--- config.mk ---
export PLATFORM = sky130hd
export DESIGN_NAME = rtc_alarm_cal_top
export DESIGN_NICKNAME = d
export VERILOG_FILES = /design/src/common/rtc_alarm_cal_pkg.sv /design/src/common/cal_tick_if.sv /design/src/design/calib_prescaler.sv /design/src/design/rtc_alarm_cal_top.sv
export SDC_FILE = /design/constraint.sdc
export NUM_CORES = 1
export LEC_CHECK = 0
export BUFFER_PORTS_ARGS = -buffer_cell sky130_fd_sc_hd__buf_2
export CAP_MARGIN = 25
export CORE_AREA = 10 10 121 123
export DETAILED_ROUTE_END_ITERATION = 10
export DIE_AREA = 0 0 131 133
export HOLD_SLACK_MARGIN = 0.12
export PLACE_DENSITY = 0.79
export SLEW_MARGIN = 20
export SYNTH_ARGS = -nofsm -noshare
export SYNTH_HDL_FRONTEND = slang
export SYNTH_SLANG_ARGS = --single-unit
--- constraint.sdc ---
create_clock -name i_clk -period 2.9 [get_ports i_clk]
set_clock_uncertainty 0.15 [all_clocks]
set_input_delay 0.435 -clock i_clk [delete_from_list [all_inputs] [get_ports i_clk]]
set_output_delay 0.435 -clock i_clk [all_outputs]
set_load 0.005 [all_outputs]
--- src/common/rtc_alarm_cal_pkg.sv ---
package rtc_alarm_cal_pkg;

  // ==========================================================================
  // Register word indices.
  localparam int             REG_IDX_W           = 3;
  localparam logic [2:0]     IDX_MONTH_DAY       = 3'h0;
  localparam logic [2:0]     IDX_WEEKDAY_HOURS   = 3'h1;
  localparam logic [2:0]     IDX_MINUTES_SECONDS = 3'h2;
  localparam logic [2:0]     IDX_CONTROL         = 3'h3;
  localparam logic [2:0]     IDX_CALIBRATION     = 3'h4;
  localparam logic [2:0]     IDX_IRQ_STATUS      = 3'h5;
  localparam logic [2:0]     IDX_IRQ_MASK        = 3'h6;
  localparam logic [2:0]     IDX_TIMER_STATUS    = 3'h7;

  // ==========================================================================
  // Implemented bits of the alarm value registers.
  localparam logic [15:0]    MONTH_DAY_MASK       = 16'h1f3f;
  localparam logic [15:0]    WEEKDAY_HOURS_MASK   = 16'h073f;
  localparam logic [15:0]    MINUTES_SECONDS_MASK = 16'h7f7f;
  localparam logic [15:0]    ALARM_VALUE_RESET    = 16'h0000;

  // ==========================================================================
  // Digit field positions and widths.
  localparam int             MONTH_TENS_LSB  = 12;
  localparam int             MONTH_TENS_W    = 1;
  localparam int             MONTH_ONES_LSB  = 8;
  localparam int             DAY_TENS_LSB    = 4;
  localparam int             DAY_TENS_W      = 2;
  localparam int             DAY_ONES_LSB    = 0;
  localparam int             WEEKDAY_LSB     = 8;
  localparam int             WEEKDAY_W       = 3;
  localparam int             HOUR_TENS_LSB   = 4;
  localparam int             HOUR_TENS_W     = 2;
  localparam int             HOUR_ONES_LSB   = 0;
  localparam int             MINUTE_TENS_LSB = 12;
  localparam int             MINUTE_ONES_LSB = 8;
  localparam int             SECOND_TENS_LSB = 4;
  localparam int             SECOND_ONES_LSB = 0;
  localparam int             TENS_W          = 3;
  localparam int             ONES_W          = 4;

  // ==========================================================================
  // Control register fields.
  localparam int             CTRL_W            = 6;
  localparam int             CTRL_WRITE_EN_BIT = 0;
  localparam int             CTRL_ALARM_EN_BIT = 1;
  localparam int             CTRL_MASK_LSB     = 2;
  localparam int             CTRL_MASK_W       = 4;
  localparam logic [5:0]     CTRL_RESET        = 6'h00;

  // ==========================================================================
  // Alarm digit mask settings.
  localparam logic [3:0]     MASK_HALF_SECOND = 4'h0;
  localparam logic [3:0]     MASK_SECOND      = 4'h1;
  localparam logic [3:0]     MASK_TEN_SECONDS = 4'h2;
  localparam logic [3:0]     MASK_MINUTE      = 4'h3;
  localparam logic [3:0]     MASK_TEN_MINUTES = 4'h4;
  localparam logic [3:0]     MASK_HOUR        = 4'h5;
  localparam logic [3:0]     MASK_DAY         = 4'h6;
  localparam logic [3:0]     MASK_WEEK        = 4'h7;
  localparam logic [3:0]     MASK_MONTH       = 4'h8;
  localparam logic [3:0]     MASK_YEAR        = 4'h9;

  // ==========================================================================
  // Calibration and timing.
  localparam int             CAL_W              = 8;
  localparam logic [7:0]     CAL_RESET          = 8'h00;
  localparam int             CAL_STEP_SHIFT     = 2;
  localparam int             PRESC_W            = 17;
  localparam int             PULSES_PER_SECOND  = 32768;
  localparam int             SECONDS_PER_MINUTE = 60;
  localparam int             SECONDS_W          = 6;

  // ==========================================================================
  // Interrupt bits.
  localparam int             IRQ_W          = 3;
  localparam int             IRQ_ALARM_BIT  = 0;
  localparam int             IRQ_SECOND_BIT = 1;
  localparam int             IRQ_ADJUST_BIT = 2;
  localparam logic [2:0]     IRQ_RESET      = 3'h0;

endpackage : rtc_alarm_cal_pkg

--- src/common/cal_tick_if.sv ---
`timescale 1ns/10ps
interface cal_tick_if;
  logic                                   half_pulse;
  logic                                   second_pulse;
  logic                                   minute_pulse;
  logic [rtc_alarm_cal_pkg::SECONDS_W-1:0] second_count;
  logic [rtc_alarm_cal_pkg::CAL_W-1:0]    cal_value;

  modport source (
    output half_pulse,
    output second_pulse,
    output minute_pulse,
    output second_count,
    input  cal_value
  );

  modport sink (
    input  half_pulse,
    input  second_pulse,
    input  minute_pulse,
    input  second_count,
    output cal_value
  );
endinterface : cal_tick_if

--- src/design/calib_prescaler.sv ---
`timescale 1ns/10ps
module calib_prescaler #(
  parameter int PULSES_PER_SECOND = rtc_alarm_cal_pkg::PULSES_PER_SECOND
) (
  // Clock and reset.
  input  wire logic  i_clk,
  input  wire logic  i_rst_n,
  // Timekeeping pulse pin.
  input  wire logic  i_timekeeping_clk,
  // Tick outputs and calibration input.
  cal_tick_if.source tick
);
  import rtc_alarm_cal_pkg::*;

  // ==========================================================================
  // State.
  typedef struct packed {
    logic [2:0]               sync;
    logic signed [PRESC_W-1:0] count;
    logic [SECONDS_W-1:0]     seconds;
    logic                     half_pulse;
    logic                     second_pulse;
    logic                     minute_pulse;
  } presc_state_t;

  localparam logic signed [PRESC_W-1:0] LAST_COUNT = PRESC_W'(PULSES_PER_SECOND - 1);
  localparam logic signed [PRESC_W-1:0] HALF_COUNT = PRESC_W'(PULSES_PER_SECOND / 2 - 1);
  localparam logic [SECONDS_W-1:0]      LAST_SECOND = SECONDS_W'(SECONDS_PER_MINUTE - 1);

  presc_state_t st;
  presc_state_t next_st;
  logic         tk_edge;
  logic signed [PRESC_W-1:0] scaled_adjust;

  // ==========================================================================
  // Prescaler with once-per-minute adjustment.
  always_comb
  begin
    next_st = st;
    next_st.sync = {st.sync[1:0], i_timekeeping_clk};
    next_st.half_pulse = 1'b0;
    next_st.second_pulse = 1'b0;
    next_st.minute_pulse = 1'b0;
    tk_edge = st.sync[1] & ~st.sync[2];
    scaled_adjust = PRESC_W'(signed'(tick.cal_value)) <<< CAL_STEP_SHIFT;
    if (tk_edge)
    begin
      if (st.count >= LAST_COUNT)
      begin
        next_st.second_pulse = 1'b1;
        if (st.seconds == LAST_SECOND)
        begin
          next_st.seconds = '0;
          next_st.minute_pulse = 1'b1;
          // A negative start lengthens the next second, a positive start shortens it.
          next_st.count = scaled_adjust;
        end
        else
        begin
          next_st.seconds = st.seconds + SECONDS_W'(1);
          next_st.count = '0;
        end
      end
      else
      begin
        next_st.count = st.count + PRESC_W'(1);
        next_st.half_pulse = (st.count == HALF_COUNT);
      end
    end
  end

  always_ff @(posedge i_clk or negedge i_rst_n)
  begin
    if (!i_rst_n)
    begin
      st <= '0;
    end
    else
    begin
      st <= next_st;
    end
  end

  assign tick.half_pulse   = st.half_pulse;
  assign tick.second_pulse = st.second_pulse;
  assign tick.minute_pulse = st.minute_pulse;
  assign tick.second_count = st.seconds;

endmodule : calib_prescaler

--- src/design/rtc_alarm_cal_top.sv ---
// The Avalon-MM slave port and the placing of the registers were chosen for this implementation.
`timescale 1ns/10ps
module rtc_alarm_cal_top #(
  parameter int PULSES_PER_SECOND = rtc_alarm_cal_pkg::PULSES_PER_SECOND
) (
  // Clock and reset.
  input  wire logic                                   i_clk,
  input  wire logic                                   i_rst_n,
  // Avalon-MM register slave.
  input  wire logic [rtc_alarm_cal_pkg::REG_IDX_W-1:0] i_avs_address,
  input  wire logic                                   i_avs_read,
  input  wire logic                                   i_avs_write,
  input  wire logic [31:0]                            i_avs_writedata,
  input  wire logic [3:0]                             i_avs_byteenable,
  output logic      [31:0]                            o_avs_readdata,
  output logic                                        o_avs_waitrequest,
  // Timekeeping pulse pin.
  input  wire logic                                   i_timekeeping_clk,
  // Current clock digits from the timekeeping registers.
  input  wire logic [15:0]                            i_now_month_day,
  input  wire logic [15:0]                            i_now_weekday_hours,
  input  wire logic [15:0]                            i_now_minutes_seconds,
  // Events.
  output logic                                        o_alarm_event,
  output logic                                        o_irq
);
  import rtc_alarm_cal_pkg::*;

  // ==========================================================================
  // State.
  typedef struct packed {
    logic                 ack;
    logic [31:0]          readdata;
    logic [15:0]          month_day;
    logic [15:0]          weekday_hours;
    logic [15:0]          minutes_seconds;
    logic [CTRL_W-1:0]    ctrl;
    logic [CAL_W-1:0]     cal;
    logic [IRQ_W-1:0]     irq_status;
    logic [IRQ_W-1:0]     irq_mask;
    logic                 alarm_pulse;
  } top_state_t;

  top_state_t st;
  top_state_t next_st;
  cal_tick_if tick ();

  // ==========================================================================
  // Helpers.
  function automatic logic [15:0] merge16(
    input logic [15:0] old_value,
    input logic [31:0] wdata,
    input logic [3:0]  be,
    input logic [15:0] keep_mask
  );
    logic [15:0] lanes;
    lanes = {{8{be[1]}}, {8{be[0]}}};
    merge16 = ((old_value & ~lanes) | (wdata[15:0] & lanes)) & keep_mask;
  endfunction : merge16

  function automatic logic ones_eq(
    input logic [15:0] a,
    input logic [15:0] b,
    input int          lsb
  );
    ones_eq = (a[lsb +: ONES_W] == b[lsb +: ONES_W]);
  endfunction : ones_eq

  function automatic logic tens_eq(
    input logic [15:0] a,
    input logic [15:0] b,
    input int          lsb
  );
    tens_eq = (a[lsb +: TENS_W] == b[lsb +: TENS_W]);
  endfunction : tens_eq

  // ==========================================================================
  // Prescaler and calibration.
  calib_prescaler #(
    .PULSES_PER_SECOND (PULSES_PER_SECOND)
  ) u_prescaler (
    .i_clk             (i_clk),
    .i_rst_n           (i_rst_n),
    .i_timekeeping_clk (i_timekeeping_clk),
    .tick              (tick.source)
  );

  assign tick.cal_value = st.cal;

  // ==========================================================================
  // Alarm comparison.
  logic [15:0]           now_md;
  logic [15:0]           now_wh;
  logic [15:0]           now_ms;
  logic [CTRL_MASK_W-1:0] digit_mask;
  logic                  m_sec_one;
  logic                  m_sec_ten;
  logic                  m_min_one;
  logic                  m_min_ten;
  logic                  m_hour;
  logic                  m_weekday;
  logic                  m_day;
  logic                  m_month;
  logic                  digits_match;
  logic                  alarm_hit;

  always_comb
  begin
    now_md = i_now_month_day & MONTH_DAY_MASK;
    now_wh = i_now_weekday_hours & WEEKDAY_HOURS_MASK;
    now_ms = i_now_minutes_seconds & MINUTES_SECONDS_MASK;
    digit_mask = st.ctrl[CTRL_MASK_LSB +: CTRL_MASK_W];
    m_sec_one = ones_eq(st.minutes_seconds, now_ms, SECOND_ONES_LSB);
    m_sec_ten = tens_eq(st.minutes_seconds, now_ms, SECOND_TENS_LSB);
    m_min_one = ones_eq(st.minutes_seconds, now_ms, MINUTE_ONES_LSB);
    m_min_ten = tens_eq(st.minutes_seconds, now_ms, MINUTE_TENS_LSB);
    m_hour = ones_eq(st.weekday_hours, now_wh, HOUR_ONES_LSB)
           & (st.weekday_hours[HOUR_TENS_LSB +: HOUR_TENS_W]
              == now_wh[HOUR_TENS_LSB +: HOUR_TENS_W]);
    m_weekday = (st.weekday_hours[WEEKDAY_LSB +: WEEKDAY_W]
                 == now_wh[WEEKDAY_LSB +: WEEKDAY_W]);
    m_day = ones_eq(st.month_day, now_md, DAY_ONES_LSB)
          & (st.month_day[DAY_TENS_LSB +: DAY_TENS_W]
             == now_md[DAY_TENS_LSB +: DAY_TENS_W]);
    m_month = ones_eq(st.month_day, now_md, MONTH_ONES_LSB)
            & (st.month_day[MONTH_TENS_LSB +: MONTH_TENS_W]
               == now_md[MONTH_TENS_LSB +: MONTH_TENS_W]);
    digits_match = 1'b0;
    case (digit_mask)
      MASK_SECOND:      digits_match = 1'b1;
      MASK_TEN_SECONDS: digits_match = m_sec_one;
      MASK_MINUTE:      digits_match = m_sec_one & m_sec_ten;
      MASK_TEN_MINUTES: digits_match = m_sec_one & m_sec_ten & m_min_one;
      MASK_HOUR:        digits_match = m_sec_one & m_sec_ten & m_min_one & m_min_ten;
      MASK_DAY:         digits_match = m_sec_one & m_sec_ten & m_min_one & m_min_ten & m_hour;
      MASK_WEEK:        digits_match = m_sec_one & m_sec_ten & m_min_one & m_min_ten & m_hour
                                     & m_weekday;
      MASK_MONTH:       digits_match = m_sec_one & m_sec_ten & m_min_one & m_min_ten & m_hour
                                     & m_day;
      MASK_YEAR:        digits_match = m_sec_one & m_sec_ten & m_min_one & m_min_ten & m_hour
                                     & m_day & m_month;
      default:          digits_match = 1'b0;
    endcase
    if (digit_mask == MASK_HALF_SECOND)
    begin
      alarm_hit = st.ctrl[CTRL_ALARM_EN_BIT] & (tick.half_pulse | tick.second_pulse);
    end
    else
    begin
      alarm_hit = st.ctrl[CTRL_ALARM_EN_BIT] & tick.second_pulse & digits_match;
    end
  end

  // ==========================================================================
  // Register file and bus slave.
  logic             req;
  logic             wr;
  logic [IRQ_W-1:0] events;
  logic [IRQ_W-1:0] w1c;
  logic [31:0]      rd_value;

  always_comb
  begin
    next_st = st;
    req = i_avs_read | i_avs_write;
    wr = i_avs_write & st.ack;
    next_st.ack = req & ~st.ack;
    rd_value = 32'h0000_0000;
    unique case (i_avs_address)
      IDX_MONTH_DAY:       rd_value = {16'h0000, st.month_day};
      IDX_WEEKDAY_HOURS:   rd_value = {16'h0000, st.weekday_hours};
      IDX_MINUTES_SECONDS: rd_value = {16'h0000, st.minutes_seconds};
      IDX_CONTROL:         rd_value = {26'h000_0000, st.ctrl};
      IDX_CALIBRATION:     rd_value = {24'h00_0000, st.cal};
      IDX_IRQ_STATUS:      rd_value = {29'h0000_0000, st.irq_status};
      IDX_IRQ_MASK:        rd_value = {29'h0000_0000, st.irq_mask};
      IDX_TIMER_STATUS:    rd_value = {26'h000_0000, tick.second_count};
    endcase
    if (i_avs_read & ~st.ack)
    begin
      next_st.readdata = rd_value;
    end
    w1c = '0;
    if (wr)
    begin
      unique case (i_avs_address)
        IDX_MONTH_DAY:
        begin
          if (st.ctrl[CTRL_WRITE_EN_BIT])
          begin
            next_st.month_day = merge16(st.month_day, i_avs_writedata, i_avs_byteenable,
                                        MONTH_DAY_MASK);
          end
        end
        IDX_WEEKDAY_HOURS:
        begin
          if (st.ctrl[CTRL_WRITE_EN_BIT])
          begin
            next_st.weekday_hours = merge16(st.weekday_hours, i_avs_writedata,
                                            i_avs_byteenable, WEEKDAY_HOURS_MASK);
          end
        end
        IDX_MINUTES_SECONDS:
        begin
          next_st.minutes_seconds = merge16(st.minutes_seconds, i_avs_writedata,
                                            i_avs_byteenable, MINUTES_SECONDS_MASK);
        end
        IDX_CONTROL:
        begin
          if (i_avs_byteenable[0])
          begin
            next_st.ctrl = i_avs_writedata[CTRL_W-1:0];
          end
        end
        IDX_CALIBRATION:
        begin
          if (i_avs_byteenable[0])
          begin
            next_st.cal = i_avs_writedata[CAL_W-1:0];
          end
        end
        IDX_IRQ_STATUS:
        begin
          if (i_avs_byteenable[0])
          begin
            w1c = i_avs_writedata[IRQ_W-1:0];
          end
        end
        IDX_IRQ_MASK:
        begin
          if (i_avs_byteenable[0])
          begin
            next_st.irq_mask = i_avs_writedata[IRQ_W-1:0];
          end
        end
        IDX_TIMER_STATUS:
        begin
          next_st.irq_mask = st.irq_mask;
        end
      endcase
    end
    events = '0;
    events[IRQ_ALARM_BIT] = alarm_hit;
    events[IRQ_SECOND_BIT] = tick.second_pulse;
    events[IRQ_ADJUST_BIT] = tick.minute_pulse;
    next_st.irq_status = (st.irq_status & ~w1c) | events;
    next_st.alarm_pulse = alarm_hit;
  end

  always_ff @(posedge i_clk or negedge i_rst_n)
  begin
    if (!i_rst_n)
    begin
      st.ack <= 1'b0;
      st.readdata <= 32'h0000_0000;
      st.month_day <= ALARM_VALUE_RESET;
      st.weekday_hours <= ALARM_VALUE_RESET;
      st.minutes_seconds <= ALARM_VALUE_RESET;
      st.ctrl <= CTRL_RESET;
      st.cal <= CAL_RESET;
      st.irq_status <= IRQ_RESET;
      st.irq_mask <= IRQ_RESET;
      st.alarm_pulse <= 1'b0;
    end
    else
    begin
      st <= next_st;
    end
  end

  // ==========================================================================
  // Outputs.
  assign o_avs_waitrequest = req & ~st.ack;
  assign o_avs_readdata = st.readdata;
  assign o_alarm_event = st.alarm_pulse;
  assign o_irq = |(st.irq_status & st.irq_mask);

endmodule : rtc_alarm_cal_top

==> results.toml <==
[worst_setup_path]
r2r-end = "u_prescaler.st[19]"
worstReg2RegStart = "u_prescaler.st[16]"
critPathBufInv = 1
critPathMaxStageDelay_ps = 500
startpoint = "u_prescaler.st[16]"
crit_type = "flop to flop"
cp_top_family = "simple AND/OR/NAND/NOR gates"
setup.worst_path.end_class = "flop"
r2r_cells = 7
crit_chain = "nand3_2, nor4_4, a31oi_4, or2_1, buf_4, nor2_1, a21oi_1"
worst_path_max_delay_cell = "nor4_4"
crit_fanout = 10
start_kind = "flop"
path_depth = 7
cp.required_ps = 2970
worstSetupEndpoint = "u_prescaler.st[19]"
reg2reg_slack_ps = 390
cp.arrival_ps = 2590

[sta]
fmax_mhz = 398
fin_ws_ps = 386
rsz0062_at_grt = "false"
tightest_slew_ps = 968
min_period_ps = 2510
setup_viol = 0
fin_tns_setup_ps = 0
finalMaxSlewViolations = 0
final_hold_viol_count = 0
fin_crit_sh = 0.867
slew_headroom = 0.355

[synth]
postSynthCellCount = 526
synth_area_um2 = 5380
seq_area_frac_synth = 0.465
synth-edff-count = 0
syn_avg_cell_area_um2 = 10.2
synthArstFlopShare = 1.00
yosys_register_bits = 100
ys_types = 61
synthFlopType = "dfrtp_1"
yosysWarnings = 0

[finish]
fin_nets = 684
diodes = 0
drive_gt1_frac = 0.272
syn_to_final_growth_pct = 13.8

[floorplan]
dieHeight_um = 133
die_w_um = 131
core_area_um2 = 12400
die_area_um2 = 17400
ioPinCount = 127
start_util = 0.435
rows = 41

[power_and_ir_drop]
power.leakage_uw = 0.00279
p_int_uw = 2550
swShare = 0.280
p_sw_uw = 991
power_uw = 3540
peakVddDrop_v = 0.000296
pwr-share-comb = 0.163
powerDensity_nw_per_um2 = 578
p_seq_frac = 0.494
clkPwrFrac = 0.343

[drt]
via_per_inst = 5.51
drtPass1Iterations = 4
drtAntennaViolNets = 0
drc = 0
totalWireLength_um = 13900
vias = 4227
first_iter_violations = 345
wl_per_cell_um = 18.1

[min_path]
min_path_type = "input pin to flop"

[global_routing]
grt_max_degree = 50
grt_use_total = 0.162
grt_pass1_vias = 4318
antenna_found_initial = 0
grt_pass1_wl_um = 22400
overflow = 0

[clock_network]
htree_levels = 3
clk_latency_ps = 350
cts_max_path_buffers = 2
cts_sinks = 100
root_buffer = "clkbuf_16"
cts_tree = "yes"
cts_buffers = 9
path_clk_slew_ps = 60

[placed_design]
placement.io_buffers = 76
place_congestion = 0.926
pre_cts_slack_ps = 407
dp_hpwl_um = 10500

[flow_run]
maxCapViolCount = 0

[outcome]
status = "complete, no violations"
==> logic make-up after synthesis <==
logic type | after synthesis | synth area share
AO/OA/AOI/OAI | 102 | 0.124
XOR/XNOR | 39 | 0.0635
adder cells (fa/ha/maj) | 2 | 0.00465
buffers and inverters | 60 | 0.0679
flip-flops | 100 | 0.465
multiplexers | 62 | 0.133
other | 1 | 0.000697
AND/OR/NAND/NOR | 160 | 0.141
==> power by group through the flow <==
| stage | registers (uW) | logic (uW) | clock network, uW |
|---|---|---|---|
| final | 1750 | 577 | 1210 |
| after global routing | 1770 | 643 | 1280 |
| after CTS | 1740 | 578 | 1230 |
| after detailed placement | 1770 | 571 | 0 |
| after global placement | 1750 | 549 | 0 |
| after floorplan | 1710 | 425 | 0 |
==> through the flow <==
stage	cell area [um^2]	cells	util	hold WS [ps]
6_report	6120	767	0.495	167
5_1_grt	6120	767	0.495	178
4_1_cts	6120	767	0.495	166
3_5_place_dp	5800	749	0.469	190
3_3_place_gp	5800	749	0.469	200
2_1_floorplan	5440	542	-	-10.6
==> worst min-delay path by stage <==
stage / start / end / slack (ps) / cells after the start
final: i_avs_writedata[14] / flop / 170 / 2
after global routing: i_avs_writedata[6] / flop / 180 / 2
after CTS: i_avs_writedata[14] / flop / 170 / 2
after detailed placement: u_prescaler.next_st[27] / u_prescaler.next_st[28] / 190 / 0
after global placement: u_prescaler.next_st[27] / u_prescaler.next_st[28] / 200 / 0
after floorplan: i_rst_n / asynchronous set/reset pin / -10 / 0
==> layout make-up <==
| class | count | area [um^2] |
|---|---|---|
| timing repair buffer | 88 | 490 |
| clock inverter | 6 | 62.6 |
| clock buffer | 10 | 239 |
| fill | 1096 | 6240 |
| tap | 172 | 215 |
| sequential | 100 | 2500 |
| multi-input combinational | 382 | 2570 |
| inverter | 9 | 38.8 |
==> Yosys cell counts (11+ instances only) <==
library cell	count	area [um^2]
a21oi_1	18	90.1
xnor2_1	28	245
nor2_1	32	120
nor3_1	11	55.1
nand2_1	62	233
mux2_2	51	574
o21ai_0	31	155
xor2_1	11	96.3
dfrtp_1	100	2500
clkbuf_1	16	60.1
buf_4	32	240
nand3_1	20	100
==> repair_timing <==
action                                 4_1_cts  5_1_grt
setup buffers                                0        0
gates resized for setup                      0        0
hold buffers                                 2        0
endpoints found under the hold margin       28        0
==> placed cells by master, fill, tap and decap left out, types with 11 or more instances in the layout <==
| cell | count |
|---|---|
| dfrtp_1 | 100 |
| buf_2 | 75 |
| nand2_1 | 62 |
| mux2_2 | 51 |
| nor2_1 | 32 |
| o21ai_0 | 31 |
| xnor2_1 | 28 |
| nand3_1 | 20 |
| a21oi_1 | 18 |
| conb_1 | 17 |
| nor3_1 | 11 |
| xor2_1 | 11 |
==> metal layers <==
layer | up-vias | GRT usage | wire length (um)
met3 | 36 | 0.0372 | 1060
met4 | 0 | 0.0773 | 432
met1 | 2080 | 0.190 | 5510
met5 | - | 0 | 0
met2 | 158 | 0.271 | 6880
li1 | 1953 | - | -
(Power assumes the default switching activity.)
